`config.mk`:
```
export PLATFORM = sky130hd
export DESIGN_NAME = stp_target_port
export DESIGN_NICKNAME = d
export VERILOG_FILES = /design/src/hw/stp_pkg.sv /design/src/hw/stp_pair_fifo.sv /design/src/hw/stp_target_port.sv
export SDC_FILE = /design/constraint.sdc
export NUM_CORES = 1
export LEC_CHECK = 0
export ABC_AREA = 0
export BUFFER_PORTS_ARGS = -buffer_cell sky130_fd_sc_hd__buf_4
export CORE_MARGIN = 2
export CORE_UTILIZATION = 60
export DETAILED_ROUTE_END_ITERATION = 8
export PLACE_DENSITY_LB_ADDON = 0.1
export REMOVE_ABC_BUFFERS = 1
export SYNTH_ARGS = -nofsm -noshare
export SYNTH_HDL_FRONTEND = slang
export SYNTH_HIERARCHICAL = 1
export SYNTH_SLANG_ARGS = --single-unit
```
`constraint.sdc`:
```
create_clock -name mclk -period 2.45 [get_ports mclk]
set_input_delay 0.245 -clock mclk [delete_from_list [all_inputs] [get_ports mclk]]
set_output_delay 0.245 -clock mclk [all_outputs]
set_load 0.02 [all_outputs]
```
`src/hw/stp_pkg.sv`:
```
package stp_pkg;

  localparam int INSTR_BITS = 16;
  localparam int DATA_BITS  = 8;
  localparam int ADDR_BITS  = 15;
  localparam int RW_POS     = 15;
  localparam int SYNC_PINS  = 3;

  // Count values at which the last bit of a field is captured.
  localparam logic [3:0] LAST_INSTR_CNT = 4'hF;
  localparam logic [3:0] LAST_DATA_CNT  = 4'h7;
  localparam logic [3:0] CNT_RST        = 4'h0;

  // Positions of the pins inside the synchroniser vector.
  localparam int PIN_SCLK = 2;
  localparam int PIN_SEL  = 1;
  localparam int PIN_DIN  = 0;

  // Idle levels of the pins: clock low, select high, data low.
  localparam logic [2:0] SYNC_RST = 3'h2;

  // Values after reset: three-wire bus, high bit first.
  localparam logic FOUR_WIRE_RST      = 1'b0;
  localparam logic HIGH_BIT_FIRST_RST = 1'b1;

  localparam int FIFO_DEPTH = 2;

  typedef logic [ADDR_BITS-1:0] stp_addr_t;

  typedef struct packed {
    stp_addr_t  addr;
    logic [7:0] data;
  } stp_wr_t;

  typedef enum logic [1:0] {
    ST_IDLE  = 2'b00,
    ST_INSTR = 2'b01,
    ST_DATA  = 2'b10
  } stp_state_t;

endpackage

```
`src/hw/stp_pair_fifo.sv`:
```
`timescale 1ns/1ps
`default_nettype none

module stp_pair_fifo #(
  parameter int WIDTH = 23,
  parameter int DEPTH = 2
) (
  input  wire logic             mclk,
  input  wire logic             reset,
  input  wire logic             in_valid,
  output logic                  in_ready,
  input  wire logic [WIDTH-1:0] in_data,
  output logic                  out_valid,
  input  wire logic             out_ready,
  output logic [WIDTH-1:0]      out_data
);
  localparam int PW = (DEPTH > 1) ? $clog2(DEPTH) : 1;
  localparam int CW = $clog2(DEPTH + 1);

  logic [WIDTH-1:0] mem [DEPTH];
  logic [WIDTH-1:0] next_mem [DEPTH];
  logic [PW-1:0]    wr_ptr;
  logic [PW-1:0]    next_wr_ptr;
  logic [PW-1:0]    rd_ptr;
  logic [PW-1:0]    next_rd_ptr;
  logic [CW-1:0]    count;
  logic [CW-1:0]    next_count;
  logic             push;
  logic             pop;

  assign in_ready  = (count != CW'(DEPTH));
  assign out_valid = (count != '0);
  assign out_data  = mem[rd_ptr];

  always_comb begin
    push        = in_valid && in_ready;
    pop         = out_valid && out_ready;
    next_mem    = mem;
    next_wr_ptr = wr_ptr;
    next_rd_ptr = rd_ptr;
    next_count  = count;
    if (push) begin
      next_mem[wr_ptr] = in_data;
      next_wr_ptr      = (wr_ptr == PW'(DEPTH - 1)) ? '0 : wr_ptr + 1'b1;
    end
    if (pop) begin
      next_rd_ptr = (rd_ptr == PW'(DEPTH - 1)) ? '0 : rd_ptr + 1'b1;
    end
    if (push && !pop) begin
      next_count = count + 1'b1;
    end else if (pop && !push) begin
      next_count = count - 1'b1;
    end
  end

  always_ff @(posedge mclk) begin
    mem <= next_mem;
    if (reset) begin
      wr_ptr <= '0;
      rd_ptr <= '0;
      count  <= '0;
    end else begin
      wr_ptr <= next_wr_ptr;
      rd_ptr <= next_rd_ptr;
      count  <= next_count;
    end
  end

endmodule

`default_nettype wire

```
`src/hw/stp_target_port.sv`:
```
// How it works
// - With select high, clock and data are ignored and the port returns to idle.
// - Select rising during the instruction or first byte abandons the frame without effect.
// - Completed bytes before an abort take effect; partial or later transfers are dropped.
// - Four-wire mode takes data on data_in_out and returns it on data_out_line.
// - Three-wire mode returns read data on data_in_out and keeps data_out_line off.
// - After any reset the port is in three-wire mode.
// - Outgoing data changes on clock falls; incoming data is captured on clock rises.
// - Data outputs float while select is high or no read data is returned.
// - The instruction is exactly 16 bits; the port only answers, never drives clock.
// - The port never starts frames; it only responds to frames from the host.
// - Instruction bit 15 set means read, cleared means write.
// - Instruction bits 14 to 0 give the byte address of the data phase.
// - Undefined addresses complete normally: writes are passed on to wr_word, reads give zero.
// - Without streaming, every instruction is followed by exactly one data byte.
// - The instruction always comes before the data byte in either bit order.
// - Low bit first: address low to high, then read flag, then data low first.
// - High bit first: read flag, address high to low, then data high first.
// - A single-instruction frame carries one instruction and one data byte.
// - Buffered frames repeat instruction and byte pairs, each decoded on its own.
`timescale 1ns/1ps
`default_nettype none

module stp_target_port #(
  parameter int FIFO_DEPTH = stp_pkg::FIFO_DEPTH
) (
  input  wire logic            mclk,
  input  wire logic            reset,
  input  wire logic            serial_clock_in,
  input  wire logic            bus_select_n,
  input  wire logic            data_in_out_in,
  output logic                 data_in_out_out,
  output logic                 data_in_out_oe,
  output logic                 data_out_line_out,
  output logic                 data_out_line_oe,
  input  wire logic            cfg_wr,
  input  wire logic            cfg_four_wire,
  input  wire logic            cfg_high_bit_first,
  output logic                 four_wire_mode,
  output logic                 high_bit_first_sel,
  output logic                 rd_req,
  output stp_pkg::stp_addr_t   rd_addr,
  input  wire logic [7:0]      rd_data,
  input  wire logic            rd_addr_hit,
  output logic                 wr_valid,
  input  wire logic            wr_ready,
  output stp_pkg::stp_wr_t     wr_word,
  output logic                 write_overrun,
  output logic                 frame_active
);
  import stp_pkg::*;

  logic [SYNC_PINS-1:0] sync_a;
  logic [SYNC_PINS-1:0] sync_b;
  logic [SYNC_PINS-1:0] sync_c;
  logic [SYNC_PINS-1:0] pins;

  assign pins = {serial_clock_in, bus_select_n, data_in_out_in};

  // Every pin passes two flops; the third stage only serves edge detection.
  genvar gi;
  generate
    for (gi = 0; gi < SYNC_PINS; gi++) begin : g_sync
      always_ff @(posedge mclk) begin
        if (reset) begin
          sync_a[gi] <= SYNC_RST[gi];
          sync_b[gi] <= SYNC_RST[gi];
          sync_c[gi] <= SYNC_RST[gi];
        end else begin
          sync_a[gi] <= pins[gi];
          sync_b[gi] <= sync_a[gi];
          sync_c[gi] <= sync_b[gi];
        end
      end
    end
  endgenerate

  logic sel_n;
  logic din;
  logic sclk_rise;
  logic sclk_fall;

  assign sel_n     = sync_b[PIN_SEL];
  assign din       = sync_b[PIN_DIN];
  assign sclk_rise = sync_b[PIN_SCLK] && !sync_c[PIN_SCLK];
  assign sclk_fall = !sync_b[PIN_SCLK] && sync_c[PIN_SCLK];

  function automatic logic [15:0] shift_in(input logic [15:0] sr, input logic bit_in, input logic hi_first);
    shift_in = hi_first ? {sr[14:0], bit_in} : {bit_in, sr[15:1]};
  endfunction

  function automatic logic lead_bit(input logic [7:0] b, input logic hi_first);
    lead_bit = hi_first ? b[7] : b[0];
  endfunction

  stp_state_t state;
  stp_state_t next_state;
  logic [3:0]  bit_cnt;
  logic [3:0]  next_bit_cnt;
  logic [15:0] rx_sr;
  logic [15:0] next_rx_sr;
  logic        is_read;
  logic        next_is_read;
  stp_addr_t   addr;
  stp_addr_t   next_addr;
  logic [7:0]  tx_sr;
  logic [7:0]  next_tx_sr;
  logic        out_bit;
  logic        next_out_bit;
  logic        driving;
  logic        next_driving;
  logic        next_rd_req;
  logic        rd_load;
  logic        next_rd_load;
  logic        four_wire;
  logic        next_four_wire;
  logic        hi_first;
  logic        next_hi_first;
  logic        pend;
  logic        next_pend;
  stp_wr_t     pend_word;
  stp_wr_t     next_pend_word;
  logic        overrun;
  logic        next_overrun;
  logic        fifo_in_ready;
  logic [15:0] shifted;
  logic [7:0]  rx_byte;

  always_comb begin
    next_state     = state;
    next_bit_cnt   = bit_cnt;
    next_rx_sr     = rx_sr;
    next_is_read   = is_read;
    next_addr      = addr;
    next_tx_sr     = tx_sr;
    next_out_bit   = out_bit;
    next_driving   = driving;
    next_rd_req    = 1'b0;
    next_rd_load   = rd_req;
    next_four_wire = four_wire;
    next_hi_first  = hi_first;
    next_pend      = pend && !fifo_in_ready;
    next_pend_word = pend_word;
    next_overrun   = 1'b0;
    shifted        = shift_in(rx_sr, din, hi_first);
    rx_byte        = hi_first ? shifted[7:0] : shifted[15:8];

    if (cfg_wr) begin
      next_four_wire = cfg_four_wire;
      next_hi_first  = cfg_high_bit_first;
    end

    // Read data arrives one cycle after the request; misses read as zero.
    if (rd_load) begin
      next_tx_sr = rd_addr_hit ? rd_data : 8'h00;
    end

    if (sel_n) begin
      // Only completed writes already held in pend or the FIFO survive this.
      next_state   = ST_IDLE;
      next_bit_cnt = CNT_RST;
      next_driving = 1'b0;
    end else begin
      case (state)
        ST_IDLE: begin
          next_state   = ST_INSTR;
          next_bit_cnt = CNT_RST;
        end
        ST_INSTR: begin
          if (sclk_rise) begin
            next_rx_sr   = shifted;
            next_bit_cnt = bit_cnt + 4'h1;
            if (bit_cnt == LAST_INSTR_CNT) begin
              next_is_read = shifted[RW_POS];
              next_addr    = shifted[ADDR_BITS-1:0];
              next_rd_req  = shifted[RW_POS];
              next_bit_cnt = CNT_RST;
              next_state   = ST_DATA;
            end
          end
        end
        ST_DATA: begin
          if (is_read && sclk_fall) begin
            next_out_bit = lead_bit(tx_sr, hi_first);
            next_tx_sr   = hi_first ? {tx_sr[6:0], 1'b0} : {1'b0, tx_sr[7:1]};
            next_driving = 1'b1;
          end
          if (sclk_rise) begin
            next_rx_sr   = shifted;
            next_bit_cnt = bit_cnt + 4'h1;
            if (bit_cnt == LAST_DATA_CNT) begin
              next_driving = 1'b0;
              next_bit_cnt = CNT_RST;
              next_state   = ST_INSTR;
              if (!is_read) begin
                next_pend      = 1'b1;
                next_pend_word = '{addr: addr, data: rx_byte};
                next_overrun   = pend && !fifo_in_ready;
              end
            end
          end
        end
        default: begin
          next_state = ST_IDLE;
        end
      endcase
    end
  end

  always_ff @(posedge mclk) begin
    if (reset) begin
      state     <= ST_IDLE;
      bit_cnt   <= CNT_RST;
      rx_sr     <= 16'h0000;
      is_read   <= 1'b0;
      addr      <= '0;
      tx_sr     <= 8'h00;
      out_bit   <= 1'b0;
      driving   <= 1'b0;
      rd_req    <= 1'b0;
      rd_load   <= 1'b0;
      four_wire <= FOUR_WIRE_RST;
      hi_first  <= HIGH_BIT_FIRST_RST;
      pend      <= 1'b0;
      pend_word <= '0;
      overrun   <= 1'b0;
    end else begin
      state     <= next_state;
      bit_cnt   <= next_bit_cnt;
      rx_sr     <= next_rx_sr;
      is_read   <= next_is_read;
      addr      <= next_addr;
      tx_sr     <= next_tx_sr;
      out_bit   <= next_out_bit;
      driving   <= next_driving;
      rd_req    <= next_rd_req;
      rd_load   <= next_rd_load;
      four_wire <= next_four_wire;
      hi_first  <= next_hi_first;
      pend      <= next_pend;
      pend_word <= next_pend_word;
      overrun   <= next_overrun;
    end
  end

  // The serial host cannot be stalled, so a held write waits here for room.
  stp_pair_fifo #(
    .WIDTH ($bits(stp_wr_t)),
    .DEPTH (FIFO_DEPTH)
  ) u_wr_fifo (
    .mclk      (mclk),
    .reset     (reset),
    .in_valid  (pend),
    .in_ready  (fifo_in_ready),
    .in_data   (pend_word),
    .out_valid (wr_valid),
    .out_ready (wr_ready),
    .out_data  (wr_word)
  );

  assign data_in_out_out   = out_bit;
  assign data_in_out_oe    = driving && !four_wire;
  assign data_out_line_out = out_bit;
  assign data_out_line_oe  = driving && four_wire;

  assign four_wire_mode     = four_wire;
  assign high_bit_first_sel = hi_first;
  assign rd_addr            = addr;
  assign write_overrun      = overrun;
  assign frame_active       = (state != ST_IDLE);

endmodule

`default_nettype wire

```
Word-level counts from Yosys, hierarchy flattened
Index checks and enable logic that the tools add are counted.
{ "op_classes": {"n_addsub": 5, "n_lt_le_gt_ge": 3, "eq_ne": 9, "muxes": 37, "bitwise_logic": 9, "reduce_logical": 32} }
{ "ops": {"columns": ["operator", "count"], "rows": [
  ["two-way mux 23 bit", 4],
  ["two-way mux 8 bit", 7],
  ["bitwise mux 46 bit", 1],
  ["demux 23 bit (select 1 bit)", 1],
  ["two-way mux 16 bit", 1],
  ["two-way mux 4 bit", 4],
  ["two-way mux 2 bit", 6],
  ["one-hot mux 4 bit (3 select lines)", 1],
  ["logical AND 1 bit", 11],
  ["two-way mux 1 bit", 11],
  ["!= test 2 bit, second input constant", 5],
  ["AND reduction 3 bit", 3],
  ["AND reduction 4 bit", 2],
  ["inverter 1 bit", 7],
  ["logical NOT 1 bit", 6],
  ["one-hot mux 2 bit (3 select lines)", 1],
  ["nonzero test 2 bit", 3],
  ["OR reduction 6 bit", 1],
  ["AND reduction 5 bit", 1],
  ["OR reduction 5 bit", 1],
  ["adder 4 x 1 -> 4 bit, second input constant", 1],
  ["equality test 4 x 3 -> 1 bit, second input constant", 1],
  ["equality test 4 bit, second input constant", 1],
  ["greater-or-equal comparator 2 bit, second input constant", 2],
  ["other kinds (10)", 13]
]} }
{ "word_totals": {"regBits": 134} }

Depth between registers and ports, before layout
Gate-level depths: netlist of the first run.
{ "logic_depth": {"word_depth": 8, "ltp_mapped": 7, "mapped_depth_nobuf": 6} }

Cells and area by module
Netlist of the first run, hierarchy kept.
{ "by_module_without_submodules": {"columns": ["module", "instances", "cells_per_inst", "area_per_inst_um2"], "rows": [
  ["stp_target_port", 1, 347, 3608.5],
  ["stp_pair_fifo", 1, 94, 1866.8]
]} }

Least setup slack after synthesis of the first run
Ideal clock, no wire load.
{ "synth_timing": {"path_kind": "register -> register", "from": "register state[0]", "to": "register pend_word[10] (netlist name)", "setup_ps": 128, "t_arrival_ps": 1542, "setup_slack_ps": 780, "stages_incl_launch_ff": 8, "cell_sequence": "dfxtp_1 inv_1 ha_1 nand4b_4 nor4_4 buf_6 mux2i_1 nor2_1"} }
{ "synth_via": {"elab_chain_len": 2} }
{ "synth_lines": {"columns": ["item", "line", "source"], "rows": [
  ["start, declared", "stp_target_port.sv:96", "stp_state_t state;"],
  ["start signal, assigned", "stp_target_port.sv:228", "state <= next_state;"],
  ["equality test 2 bit", "stp_target_port.sv:164", "case (state)"],
  ["AND reduction 5 bit (no source line)", null, null],
  ["end signal, assigned", "stp_target_port.sv:241", "pend_word <= next_pend_word;"],
  ["end, declared", "stp_target_port.sv:121", "stp_wr_t pend_word;"]
]} }
No other way between the ends.
A chain may end at the register's enable or synchronous reset.

Worst setup path after layout of the first run
{ "layout_timing": {"from": "register hi_first (netlist: high_bit_first_sel)", "to": "output high_bit_first_sel"} }
{ "layout_lines": {"columns": ["item", "line", "source"], "rows": [
  ["start, declared", "stp_target_port.sv:117", "logic hi_first;"],
  ["start signal, assigned", "stp_target_port.sv:239", "hi_first <= next_hi_first;"],
  ["end, declared", "stp_target_port.sv:40", "output logic high_bit_first_sel,"]
]} }
No word-level cell between the ends.

==> impl_metrics.ini, run 1 <==
[timing]
fin_crit_sh_pct = 83.9
worst_pin_slew_ps = 727
drv_slew = 0
rsz0062_at_grt = false
max-slew-margin-rel_pct = 51.5
finalSetupViolations = 0
worst_slack_ps = 395
setup_tns_ps = 0
hold_viol = 0
max_freq_mhz = 487
fin_crit_ps = 2050
fin_skew_ps = 5.84

[floorplanning]
die_width_um = 99.5
coreArea_um2 = 8810
rows = 34
pin_count = 66
start_util_pct = 62.2
die-height_um = 99.5
die_area_um2 = 9910

[worst_setup_path]
cp_max_fo = 25
slowest_stage = dfxtp_2
crit-reg2reg-launch = state[0]
timing.rr.end = tx_sr[1]
cp_num_buf_inv = 2
worstSetupPathType = reg -> out
rrSetupSlack_ps = 440
reg2reg_depth = 6
max_stage_delay_ps = 790
path_cells = buf_4, buf_4
cp-end-kind = output pin
crit_path_frequent_cell = buf_4
path_delay_family = flip-flops
worstPathRequired_ps = 2200
start_kind = flop
crit_path_start = high_bit_first_sel
arrival_ps = 1810

[power_and_ir_drop]
seqPwrFrac_pct = 45.3
irDropWorstVdd_mv = 0.487
p_per_area_nw_per_um2 = 765
pwr-share-clk_pct = 49.6
p_int_mw = 4.08
comb_power_share_pct = 5.1
p_sw_mw = 1.05
swShare_pct = 20.4
p_leak_nw = 2.54

[route]
ant_nets = 0
drt_wl_total_mm = 10.3
dr.pass1.iters = 4
dr_total_vias = 3555
dr.first_iter.drc_count = 140
post_drt_wl_per_cell_um = 16.2
vias_per_cell = 5.61
drc = 0

[global_routing]
gr-total-overflow = 0
antenna_found_initial = 0
grt_start_max_net_pins = 64
grt_pass1_vias = 3533
grt_pass1_wl_mm = 16.7
groute.usage.overall_pct = 21.6

[place]
dpl_worst_slack_ps = 512
gp_congestion = 0.792
portBuffers = 65
dp_hpwl_mm = 6.49

[flow_run]
cap_violations = 0

[cts]
cts_max_level = 4
cts_buffer_depth = 2
cts.sinks = 134
clock_latency_ps = 510
cts_inserted_buffers = 17
cts_tree = built
path_clk_slew_ps = 60
cts-root-buf = clkbuf_8
cts_setup_buffers = 0
cts_resized = 0

[cells_and_area]
layout-drive-gt1-share_pct = 33.1
fillers = 568
mostFrequentLayoutCell = dfxtp_1
diodes = 0
area.growth.synth_to_final_pct = 22.4
layout_common_cells = 87 x dfxtp_1, 73 x buf_4, 58 x nor2_1
fin_nets = 537

[worst_hold_path]
worstHoldStart = rd_data[3]
whs_path_depth = 3
min_to = tx_sr[3]
hold_path_class = in -> reg

[logic_synthesis]
synth_cell_types = 47
ys_ff_latch = 134
avgSynthCellArea_um2 = 12.4
synth_edf_count = 46
ys_seq_area_share_pct = 57.4
syn_area_um2 = 5480
synthFlopType = dfxtp_1
async_reset_ff_share_pct = 0
syn_inst = 441
yosysWarningCount = 6

[outcome]
outcome = completed
==> registers in the layout, summed over array words and instances (netlist names), 2 cells and up <==
| signal | count |
|---|---|
| rd_addr | 15 |
| state | 2 |
| u_wr_fifo/count | 2 |
| u_wr_fifo/mem | 46 |
| sync_a | 3 |
| rx_sr | 16 |
| tx_sr | 8 |
| bit_cnt | 4 |
| pend_word | 23 |
==> synth_stat cells (3+ instances only) <==
cell type | instances | area [um^2]
a211oi_1 | 27 | 203
a211oi_2 | 22 | 275
a21oi_1 | 9 | 45.0
a221oi_1 | 5 | 43.8
and2_1 | 3 | 18.8
buf_2 | 7 | 35.0
buf_4 | 4 | 30.0
buf_6 | 6 | 67.6
clkbuf_1 | 11 | 41.3
dfxtp_1 | 88 | 1760
edfxtp_1 | 46 | 1380
ha_1 | 6 | 75.1
inv_1 | 5 | 18.8
mux2_2 | 23 | 259
mux2i_1 | 49 | 490
nand2_1 | 4 | 15.0
nand3_1 | 5 | 25.0
nand3b_1 | 3 | 22.5
nor2_1 | 58 | 218
nor2_2 | 9 | 56.3
nor2b_1 | 9 | 56.3
o21ai_0 | 5 | 25.0
or2_2 | 6 | 37.5
xor2_1 | 3 | 26.3
==> worst min-delay path, cell delays in order <==
cell and delay (ps):
buf_4 80, a221oi_1 60, a211oi_1 190
==> metrics by stage <==
step | cell area [um^2] | hold WS, ps | instances | total power [mW] | utilization, %
after global placement | 6030 | 392 | 595 | 2.62 | 68.4
after global routing | 6700 | 126 | 634 | 5.29 | 76.1
after floorplan | 5300 | 310 | 412 | 2.51 | -
after CTS | 6700 | 102 | 634 | 5.17 | 76.1
final | 6700 | 118 | 634 | 5.13 | 76.1
after detailed placement | 6030 | 399 | 595 | 2.62 | 68.4
==> layer usage <==
| layer | vias to the layer above | global-route usage (%) | wire length (um) |
|---|---|---|---|
| met4 | 0 | 8.22 | 101 |
| met2 | 78 | 37.4 | 5260 |
| met3 | 10 | 5.97 | 401 |
| li1 | 1755 | - | - |
| met5 | - | 0 | 0 |
| met1 | 1712 | 25.6 | 4520 |
==> power by group through the flow <==
stage	Combinational [mW]	Sequential (mW)	Clock (mW)
6_report	0.263	2.32	2.54
4_1_cts	0.265	2.32	2.58
3_3_place_gp	0.251	2.37	0
2_1_floorplan	0.127	2.38	0
5_1_grt	0.281	2.33	2.68
3_5_place_dp	0.253	2.37	0
==> worst max path at each step <==
stage / slack (ps) / depth (start not counted) / to
after floorplan: -240 / 6 / pend
after global placement: 610 / 6 / tx_sr[2]
after detailed placement: 510 / 6 / tx_sr[1]
after CTS: 380 / 2 / high_bit_first_sel
after global routing: 230 / 6 / tx_sr[4]
final: 400 / 2 / high_bit_first_sel
==> kinds of logic after synthesis <==
family,synth area share (%)
DFF,57.4
buffers and inverters,3.61
AOI/OAI and AO/OA,12.1
and+or+nand+nor,11.3
muxes,13.7
adders and majority gates,1.37
xor gates and xnor gates,0.480
==> layout make-up <==
cell class              instances  area (um^2)  area share, %
well taps                     108          135           2.02
flip-flops and latches        134         3140           46.9
multi-input cells             273         2140           32.0
clock inverters                13          181           2.71
repair buffers                 82          658           9.82
clock buffers                  19          422           6.29
inverters                       5         18.8          0.280
==> timing repair <==
item,4_1_cts,5_1_grt
hold buffers,7,0
endpoints found under the setup margin,0,0
hold endpoints to repair,5,0
(Power assumes the default switching activity.)
==> inputs of run 2 (changes only) <==
--- a/config.mk
+++ b/config.mk
@@ -5,10 +5,10 @@
 export SDC_FILE = /design/constraint.sdc
 export NUM_CORES = 1
 export LEC_CHECK = 0
-export ABC_AREA = 0
+export ABC_AREA = 1
 export BUFFER_PORTS_ARGS = -buffer_cell sky130_fd_sc_hd__buf_4
 export CORE_MARGIN = 2
-export CORE_UTILIZATION = 60
+export CORE_UTILIZATION = 57
 export DETAILED_ROUTE_END_ITERATION = 8
 export PLACE_DENSITY_LB_ADDON = 0.1
 export REMOVE_ABC_BUFFERS = 1
==> constraint.sdc (replaced) <==
create_clock -name mclk -period 2.1 [get_ports mclk]
set_input_delay 0.21 -clock mclk [delete_from_list [all_inputs] [get_ports mclk]]
set_output_delay 0.21 -clock mclk [all_outputs]
set_load 0.02 [all_outputs]
==> run 2 against run 1 <==
Against the previous run: die area up 4.7%; cell count up 35%; via count up 23%; non-clock buffer count down 2; sequential power up 16%; clock power up 8%; routed wire length up 10%; flip-flop and latch count unchanged; clock skew up 6.0 ps; total power up 14%; critical path depth up 2; area after synthesis down 0.32%; highest routed layer unchanged.
==> impl_metrics.ini, run 2 <==
[global_routing]
groute.usage.overall_pct = 23.3
antenna_found_initial = 0
grt_pass1_wl_mm = 19.0
grt_pass1_vias = 4143
grt_start_max_net_pins = 55
gr-total-overflow = 0

[logic_synthesis]
synth_most_common_cell = nand2_1
synth_edf_count = 46
synthFlopType = dfxtp_1
synthTopCellsByCount = 144 x nand2_1, 117 x nor2_1, 88 x dfxtp_1
syn_area_um2 = 5460
syn_inst = 642
yosysWarningCount = 6
synth.top_cell.area_share_pct = 32.3
async_reset_ff_share_pct = 0
ys_ff_latch = 134
ys_seq_area_share_pct = 57.6
yosys-top-cells-area = dfxtp_1 32%, edfxtp_1 25%, nand2_1 9.9%
yosys.area.top_type = dfxtp_1
avgSynthCellArea_um2 = 8.50
synth_cell_types = 30

[worst_setup_path]
rrSetupSlack_ps = 250
worstPathRequired_ps = 1890
arrival_ps = 1640
cp_max_fo = 19
worstSetupPathType = reg -> out
reg2reg_depth = 7
timing.rr.end = rx_sr[14]
crit-reg2reg-launch = state[0]
start_kind = flop
cp-end-kind = output pin

[cts]
cts_buffer_depth = 2
cts_max_level = 4
clock_latency_ps = 510
cts_inserted_buffers = 17
path_clk_slew_ps = 60
cts-root-buf = clkbuf_8
cts_resized = 0
cts_tree = built
cts.sinks = 134

[flow_run]
cap_violations = 0

[worst_hold_path]
min_to = is_read
whs_path_depth = 2
hold_path_class = in -> reg
worstHoldStart = reset

[timing]
finalSetupViolations = 0
max_freq_mhz = 540
drv_slew = 0
fin_crit_sh_pct = 88.2
worst_pin_slew_ps = 641
max-slew-margin-rel_pct = 57.2
hold_viol = 0
fin_skew_ps = 11.8
fin_crit_ps = 1850
setup_tns_ps = 0
rsz0062_at_grt = false

[floorplanning]
die_width_um = 102
rows = 35
coreArea_um2 = 9280
die_area_um2 = 10400
pin_count = 66
die-height_um = 102
start_util_pct = 58.8

[cells_and_area]
mostFrequentLayoutCell = nand2_1
fillers = 747
largest_reg_flops = 46
area.growth.synth_to_final_pct = 21.1
layout_common_cells = 144 x nand2_1, 115 x nor2_1, 88 x dfxtp_1
top_regs = u_wr_fifo/mem (46), pend_word (23), rx_sr (16)
diodes = 0
fin_nets = 736
layout-drive-gt1-share_pct = 17.5
regMostFlops = u_wr_fifo/mem

[route]
dr_total_vias = 4372
post_drt_wl_per_cell_um = 13.3
drt_wl_total_mm = 11.3
drc = 0
dr.pass1.iters = 5
vias_per_cell = 5.12
dr.first_iter.drc_count = 294
ant_nets = 0

[power_and_ir_drop]
p_per_area_nw_per_um2 = 883
comb_power_share_pct = 6.8
irDropWorstVdd_mv = 0.555
finalPower_mw = 5.84
p_sw_mw = 1.40
seqPwrFrac_pct = 46.2
p_leak_nw = 2.74
swShare_pct = 24.1
pwr-share-clk_pct = 47.0
p_int_mw = 4.43

[place]
portBuffers = 65
gp_congestion = 0.854
dp_hpwl_mm = 7.18

[outcome]
outcome = completed
## run 2: changes by cell type after synthesis, sizes merged, moves of 9 or more
cell / before / now
a211oi: 49 / 0
a21oi: 9 / 33
inv: 5 / 53
mux2: 23 / 0
mux2i: 49 / 0
nand2: 4 / 150
nand3: 5 / 18
nor2: 67 / 120
nor2b: 9 / 0
o21ai: 5 / 88
## run 2: worst max-delay path by stage
stage	cells past startpoint	slack [ps]	from	to
2_1_floorplan	4	190	u_wr_fifo/count[0]	u_wr_fifo/mem[0]
3_3_place_gp	7	490	state[0]	rx_sr[1]
3_5_place_dp	7	370	state[0]	rx_sr[7]
4_1_cts	4	230	u_wr_fifo/rd_ptr	wr_word[22]
5_1_grt	7	80	state[0]	rx_sr[14]
6_report	4	250	u_wr_fifo/rd_ptr	wr_word[3]
## run 2: cell type report
type	instances	area (um^2)	share of cell area [%]
clock inverters	14	136	2.06
inverters	55	216	3.27
multi-input cells	424	1900	28.8
flip-flops and latches	134	3140	47.5
clock buffers	18	418	6.32
well taps	129	161	2.44
repair buffers	80	633	9.58
## run 2: cell families (layout without fill, tap and decap cells)
family	count (synthesis)	after routing	synth area share, %
compound gates	123	123	11.3
simple gates	295	295	22.0
flops	134	134	57.6
fa+ha+maj	6	6	1.38
buf+inv	84	167	7.66
## run 2: worst max-delay path: stages, from the launching register on
cell     delay [ps]
dfxtp_1         500
buf_4           320
nand2_1          80
nand2_1          80
buf_4           140
## run 2: metrics by stage
| stage | cell area [um^2] | util [%] | setup slack, ps | hold WS (ps) | instances |
|---|---|---|---|---|---|
| floorplan | 5260 | - | 192 | 279 | 613 |
| global placement | 5980 | 64.4 | 490 | 393 | 814 |
| detailed placement | 5980 | 64.4 | 372 | 395 | 814 |
| CTS | 6610 | 71.2 | 233 | 0.0450 | 854 |
| global route | 6610 | 71.2 | 84.2 | 14.9 | 854 |
| finish | 6610 | 71.2 | 247 | 16.5 | 854 |
## run 2: metal layers
metal	wire (um)	GRT usage, %	share of wire, %
met4	117	8.00	1.0
met5	0	0	0
met1	5010	28.4	44
met2	5680	40.5	50
met3	512	5.81	4.5
## run 2: power groups by stage
stage | sequential (mW) | combinational (mW) | clock, mW
5_1_grt | 2.70 | 0.440 | 2.92
3_3_place_gp | 2.75 | 0.377 | 0
4_1_cts | 2.70 | 0.402 | 2.79
6_report | 2.70 | 0.398 | 2.74
3_5_place_dp | 2.75 | 0.387 | 0
2_1_floorplan | 2.76 | 0.206 | 0
## run 2: repair_timing
action	CTS	global route
setup buffers	0	0
hold buffers	8	0
endpoints found under the setup margin	0	0
endpoints found under the hold margin	6	0
==> inputs of run 3 (changes only) <==
--- a/config.mk
+++ b/config.mk
@@ -6,10 +6,10 @@
 export NUM_CORES = 1
 export LEC_CHECK = 0
 export ABC_AREA = 1
-export BUFFER_PORTS_ARGS = -buffer_cell sky130_fd_sc_hd__buf_4
 export CORE_MARGIN = 2
-export CORE_UTILIZATION = 57
+export CORE_UTILIZATION = 60
 export DETAILED_ROUTE_END_ITERATION = 8
+export DONT_BUFFER_PORTS = 1
 export PLACE_DENSITY_LB_ADDON = 0.1
 export REMOVE_ABC_BUFFERS = 1
 export SYNTH_ARGS = -nofsm -noshare
==> run 3 against run 2 <==
Against the previous run: total power decreased by 0.59%; combinational power is 26% lower; first-iteration DRC count down 8.2%; non-clock buffer count fell by 62; critical path depth grew 3; routed wire length is 5.6% lower; die area shrank 4.8%; worst setup slack better by 98 ps; sequential power hardly changed; fmax is 5.6% higher; clock power up 3%.
==> impl_metrics.ini, run 3 (synthesis gave the netlist of run 2 again) <==
[worst_setup_path]
reg2reg_depth = 7
timing.rr.end = rx_sr[13]
crit-reg2reg-launch = state[0]
arrival_ps = 2190
cp-end-kind = flop
start_kind = flop
worstSetupPathType = reg -> reg
rrSetupSlack_ps = 350
cp_max_fo = 21
worstPathRequired_ps = 2540

[place]
dp_hpwl_mm = 6.73
dp_cells = 729
gp_congestion = 0.834
portBuffers = 0
place_area_um2 = 5470

[global_routing]
grtUsageMet3_pct = 5.34
busiest_layer = met2
grt_pass1_vias = 3759
use_met1_pct = 28.4
grt_start_max_net_pins = 55
groute.usage.overall_pct = 22.3
met2_usage_pct = 36.6
antenna_found_initial = 0
gr-total-overflow = 0
grt_pass1_wl_mm = 17.6

[cells_and_area]
area.growth.synth_to_final_pct = 12.5
top_regs = u_wr_fifo/mem (46), pend_word (23), rx_sr (16)
mostFrequentLayoutCell = nand2_1
fin_nets = 674
fin_area_um2 = 6140
diodes = 0
layout-drive-gt1-share_pct = 9.80
final_cells = 771
layout_common_cells = 144 x nand2_1, 115 x nor2_1, 87 x dfxtp_1
largest_reg_flops = 46
regMostFlops = u_wr_fifo/mem

[timing]
fin_skew_ps = 7.78
max-slew-margin-rel_pct = 57.2
rsz0062_at_grt = false
setup_tns_ps = 0
max_freq_mhz = 570
worst_pin_slew_ps = 640
hold_viol = 0
drv_slew = 0
fin_crit_ps = 1750
finalSetupViolations = 0
fin_crit_sh_pct = 83.5

[floorplanning]
die-height_um = 99.4
rows = 34
pin_count = 66
coreArea_um2 = 8760
die_width_um = 99.4
start_util_pct = 62.3
die_area_um2 = 9880

[flow_run]
cap_violations = 0

[power_and_ir_drop]
irDropWorstVdd_mv = 0.581
p_leak_nw = 2.44
p_per_area_nw_per_um2 = 945

[route]
ant_nets = 0
dr_total_vias = 4125
post_drt_wl_per_cell_um = 13.9
vias_per_cell = 5.35
drt_wl_total_mm = 10.7
dr.first_iter.drc_count = 270
dr.pass1.iters = 5
drc = 0

[worst_hold_path]
whs_path_depth = 4
worstHoldStart = rd_data[0]
min_to = tx_sr[0]
hold_path_class = in -> reg

[cts]
cts_inserted_buffers = 17
path_clk_slew_ps = 60
clock_latency_ps = 510
cts_tree = built
cts.sinks = 134
cts-root-buf = clkbuf_8
cts_buffer_depth = 2
cts_setup_buffers = 0
cts_max_level = 4

[outcome]
outcome = completed
run 3: worst max-delay path by stage:
| stage | slack [ps] | endpoint | cells past startpoint | startpoint |
|---|---|---|---|---|
| 6_report | 350 | rx_sr[13] | 7 | state[0] |
| 5_1_grt | 150 | rx_sr[1] | 7 | state[0] |
| 4_1_cts | 70 | wr_word[19] | 3 | u_wr_fifo/rd_ptr |
| 3_5_place_dp | 370 | rx_sr[13] | 7 | state[0] |
| 3_3_place_gp | 470 | rx_sr[1] | 7 | state[0] |
| 2_1_floorplan | 190 | u_wr_fifo/mem[0] | 4 | u_wr_fifo/count[0] |
run 3: cell type report:
cell class	instances	area [um^2]
clock buffers	18	418
clock inverters	14	153
fillers	680	2620
inverters	55	216
multi-input cells	424	1900
flip-flops and latches	134	3140
well taps	108	135
repair buffers	18	173
run 3: critical path, cell delays in order (launching register included):
cell	delay, ps
dfxtp_1	380
inv_1	80
ha_1	320
inv_1	90
nor2_1	60
inv_1	450
o21ai_0	160
a21oi_1	140
run 3: power breakdown:
part	switching [mW]	internal [mW]	total [mW]
registers	0.0212	2.68	2.70
logic	0.217	0.0757	0.293
clock network	1.11	1.70	2.81
run 3: timing repair:
| item | 4_1_cts | 5_1_grt |
|---|---|---|
| endpoints found under the setup margin | 0 | 1 |
| gates resized for setup | 0 | 1 |
| hold buffers | 10 | 0 |
| endpoints found under the hold margin | 28 | 0 |
run 3: per-stage QoR:
| step | power [mW] | hold slack (ps) | util [%] | setup slack (ps) |
|---|---|---|---|---|
| 3_5_place_dp | 3.03 | 284 | 62.4 | 371 |
| 5_1_grt | 5.99 | 70.7 | 70.1 | 145 |
| 4_1_cts | 5.84 | 1.64 | 70.1 | 69.2 |
| 3_3_place_gp | 3.02 | 282 | 62.4 | 468 |
| 2_1_floorplan | 2.97 | 279 | - | 192 |
| 6_report | 5.80 | 20.6 | 70.1 | 346 |
run 3: metal layers:
layer | up-vias | part of all wire (%)
met5 | - | 0
met4 | 0 | 2.1
met3 | 17 | 5.7
met2 | 116 | 48
met1 | 1901 | 44
li1 | 2091 | -
